===== src/include/scr_pkg.sv =====
package scr_pkg;

  // Register indices; the bus byte address is four times the index
  localparam logic [7:0]  CTL1_IDX        = 8'hE8;
  localparam logic [7:0]  CTL2_IDX        = 8'hE9;
  localparam int          ADDR_W          = 12;
  localparam logic [11:0] CTL1_ADDR       = {2'h0, CTL1_IDX, 2'h0};
  localparam logic [11:0] CTL2_ADDR       = {2'h0, CTL2_IDX, 2'h0};

  // serial_control_one fields
  localparam int          B_XFER_IRQ_EN   = 7;
  localparam int          B_SYS_EN        = 6;
  localparam int          B_TXE_IRQ_EN    = 5;
  localparam int          B_ROLE          = 4;
  localparam int          B_POL           = 3;
  localparam int          B_PHA           = 2;
  localparam int          B_SEL_OE        = 1;
  localparam int          B_LOW_FIRST     = 0;

  // serial_control_two fields
  localparam int          B_FAULT_EN      = 4;
  localparam int          B_SW_OE         = 3;
  localparam int          B_WAIT_STOP     = 1;
  localparam int          B_PIN_CTL       = 0;

  localparam logic [7:0]  CTL1_RST        = 8'h00;
  localparam logic [7:0]  CTL2_RST        = 8'h00;
  localparam logic [7:0]  CTL2_WMASK      = 8'h1B;
  // Bits whose change aborts a master transfer
  localparam logic [7:0]  CTL1_ABORT_MASK = 8'h0F;
  localparam logic [7:0]  CTL2_ABORT_MASK = 8'h11;

  localparam logic [1:0]  RESP_OKAY       = 2'h0;
  localparam logic [1:0]  RESP_SLVERR     = 2'h2;

endpackage


===== src/hw/scr_control.sv =====
// Register access over AXI4-Lite was left to the implementer.
`timescale 1ns/1ps

module scr_control
(
  input  wire logic                      aclk,
  input  wire logic                      aresetn,
  input  wire logic [scr_pkg::ADDR_W-1:0] s_axi_awaddr,
  input  wire logic                      s_axi_awvalid,
  output logic                           s_axi_awready,
  input  wire logic [31:0]               s_axi_wdata,
  input  wire logic [3:0]                s_axi_wstrb,
  input  wire logic                      s_axi_wvalid,
  output logic                           s_axi_wready,
  output logic [1:0]                     s_axi_bresp,
  output logic                           s_axi_bvalid,
  input  wire logic                      s_axi_bready,
  input  wire logic [scr_pkg::ADDR_W-1:0] s_axi_araddr,
  input  wire logic                      s_axi_arvalid,
  output logic                           s_axi_arready,
  output logic [31:0]                    s_axi_rdata,
  output logic [1:0]                     s_axi_rresp,
  output logic                           s_axi_rvalid,
  input  wire logic                      s_axi_rready,
  input  wire logic                      wait_mode,
  input  wire logic                      transfer_done_flag,
  input  wire logic                      tx_empty_flag,
  input  wire logic                      mode_fault_flag,
  input  wire logic                      xfer_busy,
  input  wire logic [7:0]                tx_byte,
  input  wire logic                      sck_pin,
  input  wire logic                      ss_n_pin,
  output logic                           xfer_irq_q,
  output logic                           tx_irq_q,
  output logic                           force_idle_q,
  output logic                           flags_clear_q,
  output logic                           pins_owned_q,
  output logic                           role_master_q,
  output logic                           clk_idle_high_q,
  output logic                           sample_even_q,
  output logic                           clk_gen_run_q,
  output logic [7:0]                     shift_byte_q,
  output logic                           mosi_oe_q,
  output logic                           miso_oe_q,
  output logic                           rx_from_mosi_q,
  output logic                           ss_n_out_q,
  output logic                           ss_oe_q,
  output logic                           mode_fault_evt_q,
  output logic                           slave_sample_q,
  output logic                           slave_shift_q
);

  logic [7:0]  ctl1_q, ctl1_d, ctl2_q, ctl2_d;
  logic        aw_have_q, aw_have_d, w_have_q, w_have_d;
  logic [11:0] waddr_q, waddr_d;
  logic [7:0]  wbyte_q, wbyte_d;
  logic        wlane_q, wlane_d;
  logic        awready_d, wready_d, bvalid_d, arready_d, rvalid_d;
  logic [1:0]  bresp_d, rresp_d;
  logic [31:0] rdata_d;
  logic        force_idle_d;
  logic        do_write;

  // Bus side and control registers
  always_comb
  begin
    aw_have_d = aw_have_q;
    w_have_d  = w_have_q;
    waddr_d   = waddr_q;
    wbyte_d   = wbyte_q;
    wlane_d   = wlane_q;
    bvalid_d  = s_axi_bvalid;
    bresp_d   = s_axi_bresp;
    rvalid_d  = s_axi_rvalid;
    rresp_d   = s_axi_rresp;
    rdata_d   = s_axi_rdata;
    ctl1_d    = ctl1_q;
    ctl2_d    = ctl2_q;
    do_write  = 1'b0;
    if (s_axi_awvalid && s_axi_awready)
    begin
      aw_have_d = 1'b1;
      waddr_d   = s_axi_awaddr;
    end
    if (s_axi_wvalid && s_axi_wready)
    begin
      w_have_d = 1'b1;
      wbyte_d  = s_axi_wdata[7:0];
      wlane_d  = s_axi_wstrb[0];
    end
    if (aw_have_q && w_have_q && !s_axi_bvalid)
    begin
      do_write  = 1'b1;
      aw_have_d = 1'b0;
      w_have_d  = 1'b0;
      bvalid_d  = 1'b1;
      bresp_d   = scr_pkg::RESP_OKAY;
      // Writable at any time; reserved bits of the second never stored
      if (waddr_q == scr_pkg::CTL1_ADDR)
      begin
        if (wlane_q)
          ctl1_d = wbyte_q;
      end
      else if (waddr_q == scr_pkg::CTL2_ADDR)
      begin
        if (wlane_q)
          ctl2_d = wbyte_q & scr_pkg::CTL2_WMASK;
      end
      else
        bresp_d = scr_pkg::RESP_SLVERR;
    end
    else if (s_axi_bvalid && s_axi_bready)
      bvalid_d = 1'b0;
    if (s_axi_arvalid && s_axi_arready)
    begin
      rvalid_d = 1'b1;
      rresp_d  = scr_pkg::RESP_OKAY;
      rdata_d  = 32'h0000_0000;
      if (s_axi_araddr == scr_pkg::CTL1_ADDR)
        rdata_d[7:0] = ctl1_q;
      else if (s_axi_araddr == scr_pkg::CTL2_ADDR)
        rdata_d[7:0] = ctl2_q;
      else
        rresp_d = scr_pkg::RESP_SLVERR;
    end
    else if (s_axi_rvalid && s_axi_rready)
      rvalid_d = 1'b0;
    // One write and one read at a time keeps the slave free of queues
    awready_d = !aw_have_d && !bvalid_d;
    wready_d  = !w_have_d && !bvalid_d;
    arready_d = !rvalid_d;
    // Disable, role change, or master reconfiguration sends shifter idle
    force_idle_d =
      (ctl1_q[scr_pkg::B_SYS_EN] && !ctl1_d[scr_pkg::B_SYS_EN])
      || (ctl1_q[scr_pkg::B_ROLE] != ctl1_d[scr_pkg::B_ROLE])
      || (ctl1_q[scr_pkg::B_ROLE]
          && (((ctl1_q ^ ctl1_d) & scr_pkg::CTL1_ABORT_MASK) != 8'h00
           || ((ctl2_q ^ ctl2_d) & scr_pkg::CTL2_ABORT_MASK) != 8'h00))
      || (ctl1_q[scr_pkg::B_ROLE] && ctl2_q[scr_pkg::B_PIN_CTL]
          && ctl2_q[scr_pkg::B_SW_OE] != ctl2_d[scr_pkg::B_SW_OE]);
  end

  always_ff @(posedge aclk)
  begin
    if (!aresetn)
    begin
      ctl1_q        <= scr_pkg::CTL1_RST;
      ctl2_q        <= scr_pkg::CTL2_RST;
      aw_have_q     <= 1'b0;
      w_have_q      <= 1'b0;
      waddr_q       <= 12'h000;
      wbyte_q       <= 8'h00;
      wlane_q       <= 1'b0;
      s_axi_awready <= 1'b0;
      s_axi_wready  <= 1'b0;
      s_axi_bvalid  <= 1'b0;
      s_axi_bresp   <= 2'h0;
      s_axi_arready <= 1'b0;
      s_axi_rvalid  <= 1'b0;
      s_axi_rresp   <= 2'h0;
      s_axi_rdata   <= 32'h0000_0000;
      force_idle_q  <= 1'b0;
    end
    else
    begin
      ctl1_q        <= ctl1_d;
      ctl2_q        <= ctl2_d;
      aw_have_q     <= aw_have_d;
      w_have_q      <= w_have_d;
      waddr_q       <= waddr_d;
      wbyte_q       <= wbyte_d;
      wlane_q       <= wlane_d;
      s_axi_awready <= awready_d;
      s_axi_wready  <= wready_d;
      s_axi_bvalid  <= bvalid_d;
      s_axi_bresp   <= bresp_d;
      s_axi_arready <= arready_d;
      s_axi_rvalid  <= rvalid_d;
      s_axi_rresp   <= rresp_d;
      s_axi_rdata   <= rdata_d;
      force_idle_q  <= force_idle_d;
    end
  end

  // Pin synchronisers and pin steering
  logic       sck_s1_q, sck_s2_q, sck_s3_q, ss_s1_q, ss_s2_q;
  logic       en, mst, pinc, swoe, fen, lead, trail, slave_sel;
  logic       xfer_irq_d, tx_irq_d, run_d, mosi_oe_d, miso_oe_d, rxm_d;
  logic       ss_oe_d, fault_d, samp_d, shift_d;
  logic [7:0] order_d;

  // Reversal happens only on the shifter path, never in the register
  for (genvar i = 0; i < 8; i++)
  begin : g_order
    assign order_d[i] = ctl1_q[scr_pkg::B_LOW_FIRST] ? tx_byte[7-i]
                                                     : tx_byte[i];
  end

  always_comb
  begin
    en    = ctl1_q[scr_pkg::B_SYS_EN];
    mst   = ctl1_q[scr_pkg::B_ROLE];
    pinc  = ctl2_q[scr_pkg::B_PIN_CTL];
    swoe  = ctl2_q[scr_pkg::B_SW_OE];
    fen   = ctl2_q[scr_pkg::B_FAULT_EN];
    xfer_irq_d = ctl1_q[scr_pkg::B_XFER_IRQ_EN]
                 && (transfer_done_flag || mode_fault_flag);
    tx_irq_d   = ctl1_q[scr_pkg::B_TXE_IRQ_EN] && tx_empty_flag;
    // Slave is never gated by wait so it stays aligned to its master
    run_d = en && mst
            && !(wait_mode && ctl2_q[scr_pkg::B_WAIT_STOP]);
    mosi_oe_d = en && mst && (!pinc || swoe);
    miso_oe_d = en && !mst && (!pinc || swoe);
    rxm_d     = mst ? pinc : !pinc;
    ss_oe_d   = en && mst && fen
                && ctl1_q[scr_pkg::B_SEL_OE];
    fault_d   = en && mst && fen && !ctl1_q[scr_pkg::B_SEL_OE]
                && !ss_s2_q;
    // Leading edge leaves the idle level, trailing edge returns to it
    lead  = (sck_s2_q != ctl1_q[scr_pkg::B_POL])
            && (sck_s3_q == ctl1_q[scr_pkg::B_POL]);
    trail = (sck_s2_q == ctl1_q[scr_pkg::B_POL])
            && (sck_s3_q != ctl1_q[scr_pkg::B_POL]);
    slave_sel = en && !mst && !ss_s2_q;
    samp_d  = slave_sel && (ctl1_q[scr_pkg::B_PHA] ? trail : lead);
    shift_d = slave_sel && (ctl1_q[scr_pkg::B_PHA] ? lead : trail);
  end

  always_ff @(posedge aclk)
  begin
    if (!aresetn)
    begin
      sck_s1_q         <= 1'b0;
      sck_s2_q         <= 1'b0;
      sck_s3_q         <= 1'b0;
      ss_s1_q          <= 1'b1;
      ss_s2_q          <= 1'b1;
      xfer_irq_q       <= 1'b0;
      tx_irq_q         <= 1'b0;
      flags_clear_q    <= 1'b1;
      pins_owned_q     <= 1'b0;
      role_master_q    <= 1'b0;
      clk_idle_high_q  <= 1'b0;
      sample_even_q    <= 1'b0;
      clk_gen_run_q    <= 1'b0;
      shift_byte_q     <= 8'h00;
      mosi_oe_q        <= 1'b0;
      miso_oe_q        <= 1'b0;
      rx_from_mosi_q   <= 1'b0;
      ss_n_out_q       <= 1'b1;
      ss_oe_q          <= 1'b0;
      mode_fault_evt_q <= 1'b0;
      slave_sample_q   <= 1'b0;
      slave_shift_q    <= 1'b0;
    end
    else
    begin
      sck_s1_q         <= sck_pin;
      sck_s2_q         <= sck_s1_q;
      sck_s3_q         <= sck_s2_q;
      ss_s1_q          <= ss_n_pin;
      ss_s2_q          <= ss_s1_q;
      xfer_irq_q       <= xfer_irq_d;
      tx_irq_q         <= tx_irq_d;
      flags_clear_q    <= !en;
      pins_owned_q     <= en;
      role_master_q    <= mst;
      clk_idle_high_q  <= ctl1_q[scr_pkg::B_POL];
      sample_even_q    <= ctl1_q[scr_pkg::B_PHA];
      clk_gen_run_q    <= run_d;
      shift_byte_q     <= order_d;
      mosi_oe_q        <= mosi_oe_d;
      miso_oe_q        <= miso_oe_d;
      rx_from_mosi_q   <= rxm_d;
      ss_n_out_q       <= !xfer_busy;
      ss_oe_q          <= ss_oe_d;
      mode_fault_evt_q <= fault_d;
      slave_sample_q   <= samp_d;
      slave_shift_q    <= shift_d;
    end
  end
endmodule


===== config.mk =====
export PLATFORM = sky130hd
export DESIGN_NAME = scr_control
export DESIGN_NICKNAME = d
export VERILOG_FILES = /design/src/include/scr_pkg.sv /design/src/hw/scr_control.sv
export SDC_FILE = /design/constraint.sdc
export NUM_CORES = 1
export LEC_CHECK = 0
export BUFFER_PORTS_ARGS = -buffer_cell sky130_fd_sc_hd__buf_2
export CORE_MARGIN = 2
export CORE_UTILIZATION = 30
export CTS_BUF_LIST = sky130_fd_sc_hd__clkbuf_2
export DETAILED_ROUTE_END_ITERATION = 8
export GPL_TIMING_DRIVEN = 0
export PLACE_DENSITY = 0.58
export RECOVER_POWER = 50
export SYNTH_ARGS = -nofsm -noshare
export SYNTH_HDL_FRONTEND = slang
export SYNTH_SLANG_ARGS = --single-unit

===== constraint.sdc =====
create_clock -name aclk -period 1.4 [get_ports aclk]
set_input_delay 0.21 -clock aclk [delete_from_list [all_inputs] [get_ports aclk]]
set_output_delay 0.21 -clock aclk [all_outputs]
set_load 0.02 [all_outputs]

==> summary.md <==
| Metric | Value |
|---|---|
| Status | finished with violations |
| Failing checks | negative setup slack |
| Fill cells | 1,093 |
| Initial antenna violation count | 1 |
| First-pass GRT wire length | about 13,000 µm |
| Total GRT Usage | 0.143 |
| WS Path Type | reg2reg |
| CP Data Required Time | around 1900 ps |
| Placed cells | 612 |
| Core area | around 0.011 mm² |
| Die area | approximately 0.012 mm² |
| Die X | 110 µm |
| Clk_skew | 19.0 ps |
| Area leader, netlist | dfxtp_1 |
| Clock buffer count from CTS | 9 |
| Largest cells by area after synthesis | dfxtp_1 49%, nand2_1 9.2%, mux2i_1 7.8% |
| Period utilisation layout | 1.05 |
| Layout cell share with drive strength beyond 1 | 0.300 |
| Net count reported at finish | 612 |
| Drt pass-1 iters | 4 |
| Grt total ovfl | 0 |
| Initial core utilization | 0.308 |
| Setup WS post-layout | -65.9 ps |
| Final min period | 1470 ps |
| Clk Latency, worst-skew pair | 540 ps |
| Cell variety after synth | 43 |
| Max rail drop VDD | just under 400 µV |
| # IOs | 148 |
| Drt wl/cell | roughly 12 µm |
| Cell count after synthesis | ~350 |
| Yosys reg bits | 81 |
| Worst setup EP type | flip-flop |
| Crit start category | flip-flop |
| Leakage | roughly 2.1 nW |
| Power per Cell Area | slightly below 900 mW/mm² |
| Routed wire length | just over 8000 µm |
| Vias | approximately 2,900 |
| Die height | 110 µm |
| # setup viols final | 8 |
| Max Slew Vio Count | 0 |
| Final core utilization | 0.432 |
| Reg clk slew, reported paths | 210 ps |
| PortBufs | 93 |
| Slew HR | 0.659 |
| Final Hold Viols | 0 |
| CTS tree | built |
| Number of global-route vias before repair | between 2,000 and 3,000 |
| Non-filler cells, final | around 680 |
| Netlist Area Pre-Place | 0.00334 mm² |
| TNS Setup | -289 ps |
| Dominant synthesized flop cell | dfxtp_1 |
| Number of DRC markers in iteration 0 | 83 |
| Fraction of registers with async set/reset | 0 |
| Gp weighted congestion | approximately 0.81 |
| Clock root cell | clkbuf_2 |
| Hold Crit Class | in2reg |
| Max Buffers Root-to-Sink | 2 |
| CP arrival | a little under 2000 ps |
| Worst-Margin Slew | just over 500 ps |
| EDFF count, synth | 0 |
| Largest net degree at the start of global routing | 13 |
| Seq/Total Area, Yosys | 0.485 |
| Maximum capacitance violations | 0 |
| Yosys top cell area share | 0.485 |
| Vias per Instance | 4.24 |
| Warnings, synthesis | 0 |
| Number of nets still failing antenna checks after routing | 0 |
| Synth-to-layout area growth | 40.2% |
| Clk sinks | 81 |
| Final HPWL DP | about 5800 µm |
| Crit Path Max Fanout | 4 |
| F_max | 0.682 GHz |
| RSZ-0062 raised after global routing | true |
| Post-Syn Area per Cell | 9.44 µm² |
| DRC errors left | 0 |
| H-tree level count | 3 |
| Row count | 38 |
[kinds of logic after synthesis]
kind of cell             share of synthesized area
adder cells (fa/ha/maj)                    0.00374
multiplexers                                0.0779
AND/OR/NAND/NOR                              0.235
XOR/XNOR                                    0.0210
buffers and inverters                       0.0850
other                                      0.00112
flip-flops                                   0.485
AO/OA/AOI/OAI                               0.0914
[routing by layer]
| metal | GRT usage | wire length, µm | vias up |
|---|---|---|---|
| li1 | - | - | 1474 |
| met1 | 0.173 | 3750 | 1277 |
| met2 | 0.235 | 3730 | 93 |
| met3 | 0.0368 | 509 | 17 |
| met4 | 0.0723 | 217 | 0 |
| met5 | 0 | 0 | - |
[path summary, 6_finish.rpt]
path	end	slack [ps]	start	cells after the start
setup / recovery	ctl1_q[3]	-70	s_axi_bvalid	5
hold / removal	s_axi_rresp[1]	70	s_axi_araddr[6]	4
setup reg to reg	ctl1_q[3]	-70	s_axi_bvalid	5
hold reg to reg	ss_s2_q	440	ss_s1_q	1
[sequential cells by signal, summed over array words and instances, names as in the netlist, 3 cells and up, named ones only]
signal / flops
ctl1_q: 8
wbyte_q: 8
s_axi_rdata: 8
shift_byte_q: 8
waddr_q: 12
ctl2_q: 3
[worst max-delay path, cell delays in order, from the launching register on]
cell	delay, ps
dfxtp_2	360
nand4b_1	230
buf_4	200
nor4_4	230
buf_4	190
mux2i_1	200
[cell usage in the layout (no fill, tap or decap), types with 2 or more instances in the layout]
cell	Yosys	routed
nor2b_1	12	12
dlygate4sd3_1	0	40
o21ai_0	5	5
buf_4	26	33
nand2_1	82	82
a21boi_2	2	2
or3b_1	3	3
a21oi_1	6	6
buf_6	1	2
xor2_1	5	5
nor4bb_1	2	2
xnor2_1	3	3
buf_2	2	92
nor3_1	3	3
nand2b_1	6	6
mux2i_1	26	26
dfxtp_2	0	8
clkinv_1	0	3
nor2_1	10	10
nand4_4	0	2
and3_1	4	4
inv_1	7	7
and2_0	1	2
nor4_4	2	2
o311a_1	2	2
conb_1	1	26
and2_1	10	9
clkbuf_1	10	11
nand3b_1	2	2
dfxtp_1	81	73
a21boi_0	23	23
clkbuf_2	0	12
[through the flow]
stage / area, µm² / total power [mW] / hold slack, ps / worst slack, ps
after floorplan: 3440 / 2.78 / 272 / 35.5
after global placement: 4080 / 2.93 / 376 / -109
after detailed placement: 4080 / 2.94 / 389 / -138
after CTS: 4650 / 4.21 / 9.03 / -46.1
after global routing: 4680 / 4.38 / 53.7 / -97.0
final: 4680 / 4.18 / 74.8 / -65.9
[where the power goes]
part           switching, mW  total (mW)  internal [mW]
logic                  0.284       0.569          0.285
clock network          0.773        1.18          0.408
registers             0.0484        2.43           2.38
[cell usage after synthesis, types with 2 or more instances]
master	count
a21boi_2	2
or3b_1	3
nand2b_1	6
nor4bb_1	2
nor3_1	3
buf_4	26
dfxtp_1	81
o311a_1	2
o21ai_0	5
xor2_1	5
nand3b_1	2
buf_2	2
and2_1	10
nor2_1	10
a21oi_1	6
nand4_2	2
clkbuf_1	10
inv_1	7
nor2b_1	12
mux2i_1	26
and3_1	4
nand2_1	82
xnor2_1	3
nor4_4	2
a21boi_0	23
[final cells by class]
class                           instances  area, µm²  area share
Antenna cell                            1       2.50    0.000534
Buffer                                 39        254      0.0542
Clock buffer                           11       55.1      0.0118
Clock inverter                          5       46.3     0.00988
Inverter                                7       26.3     0.00561
Multi-Input combinational cell        251       1570       0.335
Sequential cell                        81       1630       0.348
Tap cell                              140        175      0.0374
Timing Repair Buffer                  140        923       0.197
[repair_timing]
item	in CTS	in global routing
cloned	0	0
setup endpoints to repair	13	27
buffers inserted	6	1
resized for setup	4	14
pin swaps	5	3
hold buffers	40	0
endpoints found under the hold margin	41	0
(Power assumes the default switching activity.)
